<file path="src/design/pmec_map.svh">
// named widths, positions and reset values for the miss and exception control block
`ifndef PMEC_MAP_SVH
`define PMEC_MAP_SVH
`define PMEC_INSTR_W 32
`define PMEC_BUS_W 64
`define PMEC_HI_LANE 32
`define PMEC_REG_W 5
`define PMEC_LINE_INSTR 8
`define PMEC_REG_ZERO 5'h00
`define PMEC_SYNC_RST 1'h0
`endif

</file>
<file path="src/design/pmec_pkg.sv">
// shared types of the miss and exception control block
package pmec_pkg;
  `include "pmec_map.svh"
  typedef enum logic [1:0] {PMEC_BUS_IFETCH, PMEC_BUS_DREAD, PMEC_BUS_DWRITE} pmec_bus_kind_type;
  typedef enum logic [1:0] {PMEC_VEC_RESET, PMEC_VEC_BUSERR, PMEC_VEC_MSTAGE, PMEC_VEC_ESTAGE} pmec_vec_type;
  typedef struct packed {
    logic valid;
    logic miss;
    logic uncached;
  } pmec_fetch_type;
  typedef struct packed {
    logic valid;
    logic is_mem;
    logic [`PMEC_REG_W-1:0] rs;
    logic [`PMEC_REG_W-1:0] rt;
  } pmec_dec_type;
  typedef struct packed {
    logic valid;
    logic is_branch;
    logic debug_single_step_exc;
    logic debug_instr_break_exc;
    logic fetch_address_error_exc;
    logic fetch_translation_miss_exc;
  } pmec_exe_type;
  typedef struct packed {
    logic valid;
    logic is_load;
    logic is_store;
    logic dmiss;
    logic uncached;
    logic exc;
    logic [`PMEC_REG_W-1:0] dest;
  } pmec_mem_type;
  typedef struct packed {
    logic grant;
    logic beat;
    logic two;
    logic last;
    logic berr;
    logic [`PMEC_BUS_W-1:0] data;
  } pmec_bus_rsp_type;
  typedef struct packed {
    logic req;
    pmec_bus_kind_type kind;
    logic uncached;
    logic abort;
  } pmec_bus_req_type;
  typedef struct packed {
    logic valid;
    logic [`PMEC_INSTR_W-1:0] instr;
  } pmec_issue_type;
  typedef struct packed {
    logic abort_e;
    logic abort_m;
    logic redirect;
    pmec_vec_type vec;
  } pmec_flush_type;
endpackage : pmec_pkg

</file>
<file path="src/design/pmec_pipe_ctrl.sv">
// pipeline control for cache refills, uncached accesses and exception aborts
`timescale 1ns/1ps
`include "pmec_map.svh"
module pmec_pipe_ctrl #(
  parameter int LINE_INSTR = `PMEC_LINE_INSTR  // instructions held per refilled line
) (
  input wire logic ref_clk,
  input wire logic resetn,
  input wire pmec_pkg::pmec_fetch_type fetch_in,
  input wire pmec_pkg::pmec_dec_type dec_in,
  input wire pmec_pkg::pmec_exe_type exe_in,
  input wire pmec_pkg::pmec_mem_type mem_in,
  input wire pmec_pkg::pmec_bus_rsp_type bus_in,
  input wire logic soft_reset_req,
  input wire logic wide_bus_1to1,
  input wire logic div_busy,
  output pmec_pkg::pmec_bus_req_type bus_out,
  output pmec_pkg::pmec_issue_type issue,
  output logic stall_fetch,
  output logic stall_exec,
  output pmec_pkg::pmec_flush_type flush,
  output logic div_kill
);

  localparam int PW = $clog2(LINE_INSTR) + 1;  // pointer width with wrap bit
  localparam int IW = PW - 1;                  // index width

  // the buffer pairs two instructions per beat, so an odd depth cannot be served
  initial begin
    if (LINE_INSTR < 2 || (LINE_INSTR & (LINE_INSTR - 1)) != 0) begin
      $error("LINE_INSTR must be a power of two, at least two");
    end
  end

  typedef enum logic [2:0] {IF_IDLE, IF_WAIT, IF_FILL, IF_DRAIN, IF_TARGET} pmec_ifill_type;
  typedef enum logic [1:0] {D_IDLE, D_WAIT, D_FILL} pmec_dfill_type;

  pmec_ifill_type istate;  // instruction refill progress
  pmec_ifill_type next_istate;
  pmec_dfill_type dstate;  // data refill progress
  pmec_dfill_type next_dstate;

  logic wide_meta;  // first stage of the bus mode synchroniser
  logic wide_sync;  // bus mode, safe to read
  logic stream_mode;  // latched at the start of each instruction fill
  logic cut;  // streaming stopped by a branch or exception
  logic i_uncached;  // pending fetch is single beat
  logic d_uncached;  // pending data access is single beat
  logic d_write;  // pending data access is an uncached store
  logic load_pending;  // a missed load still owes its data
  logic [`PMEC_REG_W-1:0] load_dest;  // register the missed load writes
  logic [PW-1:0] wr_ptr;  // next free buffer slot
  logic [PW-1:0] rd_ptr;  // next instruction to issue
  logic [`PMEC_INSTR_W-1:0] line_mem [LINE_INSTR];  // refilled instructions

  // the bus mode is a board strap, so it crosses two flops first
  always_ff @(posedge ref_clk or negedge resetn) begin
    if (!resetn) begin
      wide_meta <= `PMEC_SYNC_RST;
      wide_sync <= `PMEC_SYNC_RST;
    end else begin
      wide_meta <= wide_bus_1to1;
      wide_sync <= wide_meta;
    end
  end

  // exception classification
  wire exc_e = exe_in.valid & (exe_in.debug_single_step_exc | exe_in.debug_instr_break_exc |
                               exe_in.fetch_address_error_exc | exe_in.fetch_translation_miss_exc);
  wire exc_m = mem_in.valid & mem_in.exc;
  wire fatal = soft_reset_req | bus_in.berr;
  wire take = fatal | exc_m | exc_e;
  // memory stage wins over execute: it holds the older instruction
  wire pmec_pkg::pmec_vec_type next_vec = soft_reset_req ? pmec_pkg::PMEC_VEC_RESET :
                                           bus_in.berr ? pmec_pkg::PMEC_VEC_BUSERR :
                                           exc_m ? pmec_pkg::PMEC_VEC_MSTAGE : pmec_pkg::PMEC_VEC_ESTAGE;

  // bus ownership decode
  wire granted = bus_out.req & bus_in.grant;
  wire grant_i = granted & (bus_out.kind == pmec_pkg::PMEC_BUS_IFETCH);
  wire grant_d = granted & (bus_out.kind != pmec_pkg::PMEC_BUS_IFETCH);
  wire beat_i = (istate == IF_FILL) & bus_in.beat;
  wire beat_d = (dstate == D_FILL) & bus_in.beat;
  wire last_i = beat_i & (bus_in.last | i_uncached);
  wire last_d = beat_d & (bus_in.last | d_uncached);

  // miss and uncached detection
  wire fetch_start = fetch_in.valid & (fetch_in.miss | fetch_in.uncached);
  wire load_start = mem_in.valid & mem_in.is_load & (mem_in.dmiss | mem_in.uncached);
  wire store_start = mem_in.valid & mem_in.is_store & mem_in.uncached;
  wire d_start = (load_start | store_start) & ~take;

  // issue decode: one entry a cycle from the line buffer
  wire buf_has = rd_ptr != wr_ptr;
  wire may_stream = (istate == IF_FILL) & stream_mode;
  wire stop_now = exe_in.valid & exe_in.is_branch & (istate == IF_FILL) & stream_mode;
  // while streaming a fill, the delay slot is already out when the branch executes, so nothing more leaves
  wire can_issue = (may_stream | (istate == IF_DRAIN)) & buf_has & ~cut & ~stop_now & ~stall_exec & ~take;

  // data refill sequence
  always_comb begin
    next_dstate = dstate;
    case (dstate)
      D_IDLE: begin
        if (d_start) begin
          next_dstate = D_WAIT;
        end
      end
      D_WAIT: begin
        if (grant_d) begin
          next_dstate = D_FILL;
        end
      end
      D_FILL: begin
        if (last_d) begin
          next_dstate = D_IDLE;  // ordinary end, only a soft reset or bus error stops it early
        end
      end
      default: begin
        next_dstate = D_IDLE;
      end
    endcase
    if (fatal) begin
      next_dstate = D_IDLE;
    end
  end

  // instruction refill sequence
  always_comb begin
    next_istate = istate;
    case (istate)
      IF_IDLE: begin
        if (fetch_start & ~take) begin
          next_istate = IF_WAIT;
        end
      end
      IF_WAIT: begin
        if (grant_i) begin
          next_istate = IF_FILL;
        end
      end
      IF_FILL: begin
        if (last_i) begin
          next_istate = (cut | stop_now) ? IF_TARGET : IF_DRAIN;
        end
      end
      IF_DRAIN: begin
        if (cut | take) begin
          next_istate = IF_TARGET;
        end else if (~buf_has) begin
          next_istate = IF_IDLE;
        end
      end
      IF_TARGET: begin
        if (fetch_start) begin
          next_istate = IF_WAIT;  // target itself missed
        end else if (fetch_in.valid) begin
          next_istate = IF_IDLE;  // target came from the cache
        end
      end
      default: begin
        next_istate = IF_IDLE;
      end
    endcase
    if (fatal) begin
      next_istate = IF_IDLE;
    end
  end

  // request to the system bus: data first, fetch waits for it
  wire want_d = (next_dstate == D_WAIT) & (istate != IF_FILL);
  wire want_i = (next_istate == IF_WAIT) & (next_dstate == D_IDLE) & (dstate == D_IDLE);
  wire i_open = (istate == IF_IDLE) | (istate == IF_TARGET);  // fetch flavour still taken from the pins
  wire d_write_now = (dstate == D_IDLE) ? store_start : d_write;  // flavour before it is latched
  wire pmec_pkg::pmec_bus_kind_type next_kind = want_d ? (d_write_now ? pmec_pkg::PMEC_BUS_DWRITE :
                                                 pmec_pkg::PMEC_BUS_DREAD) : pmec_pkg::PMEC_BUS_IFETCH;
  wire next_abort = fatal & ((dstate == D_FILL) | (istate == IF_FILL));

  // interlocks seen by the instruction entering execute next cycle
  wire dep_rs = dec_in.rs == load_dest;
  wire dep_rt = dec_in.rt == load_dest;
  wire data_owed = load_pending & ~beat_d & (load_dest != `PMEC_REG_ZERO);
  wire next_dep_stall = dec_in.valid & data_owed & (dep_rs | dep_rt);
  wire next_mem_stall = dec_in.valid & dec_in.is_mem & (next_dstate != D_IDLE);
  wire next_stall_fetch = (next_istate == IF_WAIT) | (next_istate == IF_TARGET) |
                          ((next_istate == IF_FILL) & ~stream_mode);

  // state registers
  always_ff @(posedge ref_clk or negedge resetn) begin
    if (!resetn) begin
      istate <= IF_IDLE;
      dstate <= D_IDLE;
    end else begin
      istate <= next_istate;
      dstate <= next_dstate;
    end
  end

  // fill bookkeeping: mode, stream stop, access flavour
  always_ff @(posedge ref_clk or negedge resetn) begin
    if (!resetn) begin
      stream_mode <= '0;
      cut <= '0;
      i_uncached <= '0;
      d_uncached <= '0;
      d_write <= '0;
    end else begin
      if (grant_i) begin
        stream_mode <= ~wide_sync;
      end
      if (stop_now | (take & (istate != IF_IDLE))) begin
        cut <= '1;  // an exception in the grant cycle still wins
      end else if (grant_i | (next_istate == IF_IDLE)) begin
        cut <= '0;
      end
      if (i_open) begin
        i_uncached <= fetch_in.uncached;
      end
      if (d_start & (dstate == D_IDLE)) begin
        d_uncached <= mem_in.uncached;
        d_write <= store_start;
      end
    end
  end

  // missed load tracking, cleared by the first delivered word
  always_ff @(posedge ref_clk or negedge resetn) begin
    if (!resetn) begin
      load_pending <= '0;
      load_dest <= `PMEC_REG_ZERO;
    end else if (fatal | beat_d) begin
      load_pending <= '0;
    end else if (load_start & ~take & (dstate == D_IDLE)) begin
      load_pending <= '1;
      load_dest <= mem_in.dest;
    end
  end

  // buffer pointers: up to two writes a beat, one read a cycle
  wire [PW-1:0] wr_step = bus_in.two ? PW'(2) : PW'(1);
  always_ff @(posedge ref_clk or negedge resetn) begin
    if (!resetn) begin
      wr_ptr <= '0;
      rd_ptr <= '0;
    end else if (grant_i) begin
      wr_ptr <= '0;
      rd_ptr <= '0;
    end else begin
      if (beat_i) begin
        wr_ptr <= wr_ptr + wr_step;
      end
      if (can_issue) begin
        rd_ptr <= rd_ptr + PW'(1);
      end
    end
  end

  // one write port pair per buffer entry
  for (genvar i = 0; i < LINE_INSTR; i++) begin : g_line
    wire hit_lo = beat_i & (wr_ptr[IW-1:0] == IW'(i));
    wire hit_hi = beat_i & bus_in.two & ((wr_ptr[IW-1:0] + IW'(1)) == IW'(i));
    always_ff @(posedge ref_clk) begin
      if (hit_lo) begin
        line_mem[i] <= bus_in.data[`PMEC_INSTR_W-1:0];
      end else if (hit_hi) begin
        line_mem[i] <= bus_in.data[`PMEC_HI_LANE +: `PMEC_INSTR_W];
      end
    end
  end

  // registered outputs
  always_ff @(posedge ref_clk or negedge resetn) begin
    if (!resetn) begin
      bus_out <= '0;
      issue <= '0;
      stall_fetch <= '0;
      stall_exec <= '0;
      flush <= '0;
      div_kill <= '0;
    end else begin
      bus_out.req <= (want_d | want_i) & ~fatal;
      bus_out.kind <= next_kind;
      bus_out.uncached <= want_d ? d_uncached | mem_in.uncached : (i_open ? fetch_in.uncached : i_uncached);
      bus_out.abort <= next_abort;
      issue.valid <= can_issue;
      issue.instr <= line_mem[rd_ptr[IW-1:0]];
      stall_fetch <= next_stall_fetch;
      stall_exec <= next_dep_stall | next_mem_stall;
      flush.abort_e <= take;
      flush.abort_m <= exc_m | fatal;
      flush.redirect <= take;
      flush.vec <= next_vec;
      div_kill <= fatal & div_busy;
    end
  end
endmodule : pmec_pipe_ctrl

</file>
<file path="config.mk">
export PLATFORM = sky130hd
export DESIGN_NAME = pmec_pipe_ctrl
export DESIGN_NICKNAME = d
export VERILOG_FILES = /design/src/design/pmec_pkg.sv /design/src/design/pmec_pipe_ctrl.sv
export VERILOG_INCLUDE_DIRS = /design/src /design/src/design
export SDC_FILE = /design/constraint.sdc
export NUM_CORES = 1
export LEC_CHECK = 0
export CORE_MARGIN = 4
export CORE_UTILIZATION = 50
export CTS_CLUSTER_DIAMETER = 200
export CTS_CLUSTER_SIZE = 20
export DETAILED_ROUTE_END_ITERATION = 6
export DONT_BUFFER_PORTS = 1
export PLACE_DENSITY = 0.78
export REMOVE_ABC_BUFFERS = 1
export SLEW_MARGIN = 25
export SYNTH_ARGS = -nofsm -noshare
export SYNTH_HDL_FRONTEND = slang
export SYNTH_SLANG_ARGS = --single-unit
</file>
<file path="constraint.sdc">
create_clock -name ref_clk -period 3.4 [get_ports ref_clk]
set_input_delay 1.02 -clock ref_clk [delete_from_list [all_inputs] [get_ports ref_clk]]
set_output_delay 1.02 -clock ref_clk [all_outputs]
set_load 0.005 [all_outputs]
</file>
### Yosys cells after proc, flatten, opt, wreduce, memory -nomap -nowiden

Memory sizes are Yosys's and may differ from the RTL's. A register that Yosys moved wholly into a read port is not among the register bits.
Index checks and enable logic that the tools add are counted.

| operators by class | value |
|---|---|
| muxes and demuxes | 98 |
| equality and inequality tests | 28 |
| add/subtract/negate cells | 3 |
| reductions and logical operators | 23 |
| bitwise logic cells | 101 |

Operators with widths:

| cell | number |
|---|---|
| 2-to-1 mux 32 bit | 14 |
| OR reduction 32 bit | 6 |
| AND 1 bit | 59 |
| 2-to-1 mux 1 bit | 54 |
| 2-to-1 mux 3 bit | 15 |
| bitwise OR 1 bit | 33 |
| == test 3 bit, second input constant | 10 |
| == test 3 x 2 -> 1 bit, second input constant | 7 |
| 2-to-1 mux 2 bit | 9 |
| 2-to-1 mux 4 bit | 4 |
| case mux 3 bit (5 select lines) | 1 |
| == test 3 x 1 -> 1 bit, second input constant | 4 |
| zero test 3 bit | 4 |
| nonzero test 2 bit | 6 |
| == test 5 bit | 2 |
| NOT 1 bit | 9 |
| zero test 2 bit | 3 |
| case mux 2 bit (3 select lines) | 1 |
| nonzero test 5 bit | 1 |
| adder 4 x 1 -> 4 bit, second input constant | 1 |
| adder 4 x 2 -> 4 bit | 1 |
| == test 2 x 1 -> 1 bit, second input constant | 2 |
| != test 4 bit | 1 |
| adder 3 x 1 -> 3 bit, second input constant | 1 |
| 5 further kinds | 5 |

| word-level totals | value |
|---|---|
| flip-flop bits (word level) | 39 |
| input port bits | 106 |
| bits in writable memories | 256 |
| output and inout port bits | 46 |
| memories kept | 1 |
| word-level logic and storage cells | 278 |

Memory list:

| memory | depth | bits a word | read ports | clocked after Yosys merged registers in | wr ports | RTL line | source |
|---|---|---|---|---|---|---|---|
| line_mem | 8 | 32 | 1 | 1 | 2 | pmec_pipe_ctrl.sv:54 | `` logic [`PMEC_INSTR_W-1:0] line_mem [LINE_INSTR]; `` |

### Depth between registers and ports, before layout

| logic depth | value |
|---|---|
| word-level depth | 15 |
| mapped depth | 9 |
| mapped depth without buffers | 7 |

### Worst setup path after synthesis

No wires, ideal clock.

| timing path | value |
|---|---|
| path type | input-to-reg |
| start point | input port bus_in[67] (netlist name) |
| end point | memory line_mem[6][0] (netlist name), enable pin |
| cell stages on the path | 4 |
| setup time | 0.466 ns |
| setup slack | -0.898 ns |
| data required time | 2.934 ns |
| buffers on the path | 1 |
| data arrival time | 3.833 ns |
| path through | nor4bb_1 -> buf_2 -> nand2_1 -> o21ai_0 |

RTL lines:

| element | RTL line | source |
|---|---|---|
| start, declared | pmec_pipe_ctrl.sv:13 | `input wire pmec_pkg::pmec_bus_rsp_type bus_in,` |
| end, declared | pmec_pipe_ctrl.sv:54 |  |

==> results_dict.tcl <==
set metrics [dict create \
    synthXorXnorAreaFrac_pct 0.840 \
    fin_crit_sh_pct 80.3 \
    cp.arrival_ns 2.97 \
    slowest_delay_ns 0.51 \
    synth_top_cell_area_share_pct 49.2 \
    clock_latency_ns 0.52 \
    synth_cells 919 \
    fin_skew_ns 0.0217 \
    grt.overflow.total 0 \
    synth-main-ff-cell "edfxtp_1" \
    io_buffers 0 \
    cp_slowest_cell "or3_2" \
    fp.dieW_um 185 \
    start_util_pct 50.8 \
    drt-wirelength-per-cell_um 26.1 \
    clock_path_buffers 3 \
    worstPathCellList "clkinv_1 -> nor2_1 -> ha_1 -> nand3_2 -> or3_2 -> buf_4 -> mux2_1" \
    ys_top_cells_by_area "edfxtp_1 49%, mux2_2 21%, dfrtp_1 11%" \
    synth-seq-cells 327 \
    synth-edff-count 256 \
    drt-initial-drc-count 639 \
    drv_slew 0 \
    syn_avg_cell_area_um2 17.0 \
    worst_setup_path_start_kind "flop" \
    pre_cts_slack_ns 0.410 \
    path_max_fanout 13 \
    p_leak_nw 5.63 \
    status "finished, final reports clean" \
    track_usage_pct 20.3 \
    setup_viol 0 \
    crit_path_end_kind "flop" \
    final_util_pct 55.2 \
    cts-resized-gates 0 \
    synth_top_family_by_area "multiplexers" \
    yosys.area_share.simple_pct 3.15 \
    pin_count 152 \
    ys_seq_area_share_pct 60.5 \
    dieHeight_um 185 \
    path_buf_inv 2 \
    n_antenna_cell 0 \
    cts.clk_slew.worst_paths_ns 0.09 \
    grt_pass1_wl_um 53500 \
    yosysMostFrequentCell "mux2_2" \
    viasPerCell 6.26 \
    antenna_found_initial 0 \
    place.gp.congestion 0.890 \
    hold_violations 0 \
    cts_sinks 327 \
    synthAdderAreaFrac_pct 0.528 \
    min_period_ns 2.73 \
    hpwl_um 21500 \
    vias 8378 \
    h-tree-depth 1 \
    dieArea_um2 34200 \
    yosys-mux-area-fraction_pct 30.6 \
    cp.required_ns 3.65 \
    areaGrowthSynthToFinish_pct 8.51 \
    crit_type "flop to flop" \
    num-fill-cells 2410 \
    async_reset_ff_share_pct 21.7 \
    fp-row-count 64 \
    cts_tree "done" \
    maxCapViolCount 0 \
    synth_area_um2 15600 \
    coreArea_um2 30700 \
    vdd_ir_drop_max_mv 0.359 \
    fmax_ghz 0.366 \
    cts_buffers 20 \
    synth_top_area_cell "edfxtp_1" \
    nNetsFinal 1040 \
    slew_headroom_pct 28.5 \
    drc_errors 0 \
    routed_wl_um 34900 \
    postCtsSetupBuffers 0 \
    synth_cell_types 61 \
    drtAntennaViolNets 0 \
    final_layout_size_suffix_gt1_share_pct 47.5 \
    synth_commonest_cells "291 x mux2_2, 256 x edfxtp_1, 71 x dfrtp_1, 64 x mux4_2" \
    rsz0062_at_grt "no" \
    crit_family "simple AND/OR/NAND/NOR gates" \
    cts_root_buf "clkbuf_16" \
    hold_class "primary input to async pin" \
    grt_max_degree 72 \
    powerDensity_nw_per_um2 416 \
    setup_ws_ns 0.671 \
    synth-compound-area-share_pct 2.50 \
    holdBufCountCts 0 \
    tightest_slew_ns 1.07 \
    yosys_warnings 0 \
    grt_pass1_vias 8814 \
    firstDrtPassIters 5 \
]
power breakdown:
group	switching, mW	internal (mW)	leakage [nW]
Combinational	0.0746	0.168	2.17
Sequential	0.0313	4.34	3.18
Clock	1.27	1.17	0.282
Total	1.38	5.68	5.63
registers in the layout, summed over array words and instances, names as in the netlist, 2 cells and up:
| register | cells |
|---|---|
| wr_ptr | 4 |
| line_mem | 256 |
| istate | 3 |
| issue | 33 |
| bus_out | 5 |
| flush | 4 |
| dstate | 2 |
| rd_ptr | 4 |
| load_dest | 5 |
worst reg2reg max path, stage by stage, from the launching register on:
cell and delay (ns):
dfrtp_1 0.36, clkinv_1 0.27, nor2_1 0.24, ha_1 0.29, nand3_2 0.22, or3_2 0.51
buf_4 0.23, mux2_1 0.34
path summary, 6_finish.rpt:
check | startpoint | to | slack [ns] | cells after the start
worst min-delay path | resetn | issue[19]$_DFF_PN0_ | 0.19 | 0
min in group ref_clk | wide_meta$_DFF_PN0_ | wide_sync$_DFF_PN0_ | 0.36 | 0
worst max-delay path | wr_ptr[1]$_DFFE_PN0P_ | line_mem[3][20]$_DFFE_PP_ | 0.67 | 7
worst max register to register | wr_ptr[1]$_DFFE_PN0P_ | line_mem[3][20]$_DFFE_PP_ | 0.67 | 7
worst min register to register | wide_meta$_DFF_PN0_ | wide_sync$_DFF_PN0_ | 0.36 | 0
max in group asynchronous | resetn | rd_ptr[2]$_DFFE_PN0P_ | 3.09 | 0
through the flow:
| stage | instances | instance area (um2) | total power [mW] | hold slack (ns) | TNS (ns) |
|---|---|---|---|---|---|
| global route | 1338 | 17000 | 7.33 | 0.155 | 0 |
| global placement | 1302 | 16400 | 4.68 | 0.343 | 0 |
| floorplan | 867 | 15400 | 4.66 | 0.331 | -327.83 |
| detailed placement | 1302 | 16400 | 4.70 | 0.336 | 0 |
| CTS | 1338 | 17000 | 7.13 | 0.162 | 0 |
| finish | 1338 | 17000 | 7.05 | 0.188 | 0 |
cells by family after synthesis:
group	count (synthesis)
buf+inv	67
compound gates	55
mux	361
fa+ha+maj	6
simple gates	88
xor+xnor	15
flops	327
cell usage in the layout (no fill, tap or decap), drive strengths merged, types with 2 or more instances in the layout:
cell,Yosys,routed
nand3b,2,2
ha,5,5
nor4bb,2,2
o31ai,3,3
clkbuf,17,35
clkinv,1,2
or3,7,7
edfxtp,256,256
xor2,5,5
nand2,14,14
o22ai,3,3
o211ai,2,2
a31o,3,3
dfrtp,71,71
mux4,64,64
inv,14,14
nand2b,2,2
xnor2,10,10
or2,3,3
a211oi,2,2
buf,35,39
nor3,7,7
a21oi,16,16
o21a,2,2
a41oi,2,2
nand3,7,7
mux2,296,296
o41ai,2,2
nor2,26,26
or4,4,4
nor2b,2,2
o21ai,13,13
nor4,4,4
per-layer routing:
| metal | track usage (%) | share of wire [%] |
|---|---|---|
| met5 | 0 | 0 |
| met4 | 3.90 | 1.8 |
| met3 | 4.87 | 8.7 |
| met2 | 34.0 | 49 |
| met1 | 27.6 | 41 |
area by class of cell:
class	instances	area, um2	share of cell area (%)
Inverter	15	56.3	0.332
Clock inverter	1	16.3	0.0959
Timing Repair Buffer	39	380	2.24
Clock buffer	35	578	3.41
Multi-Input combinational cell	525	5970	35.2
Sequential cell	327	9470	55.8
Tap cell	396	495	2.92
Note: power is estimated with default switching activity, not from simulation.
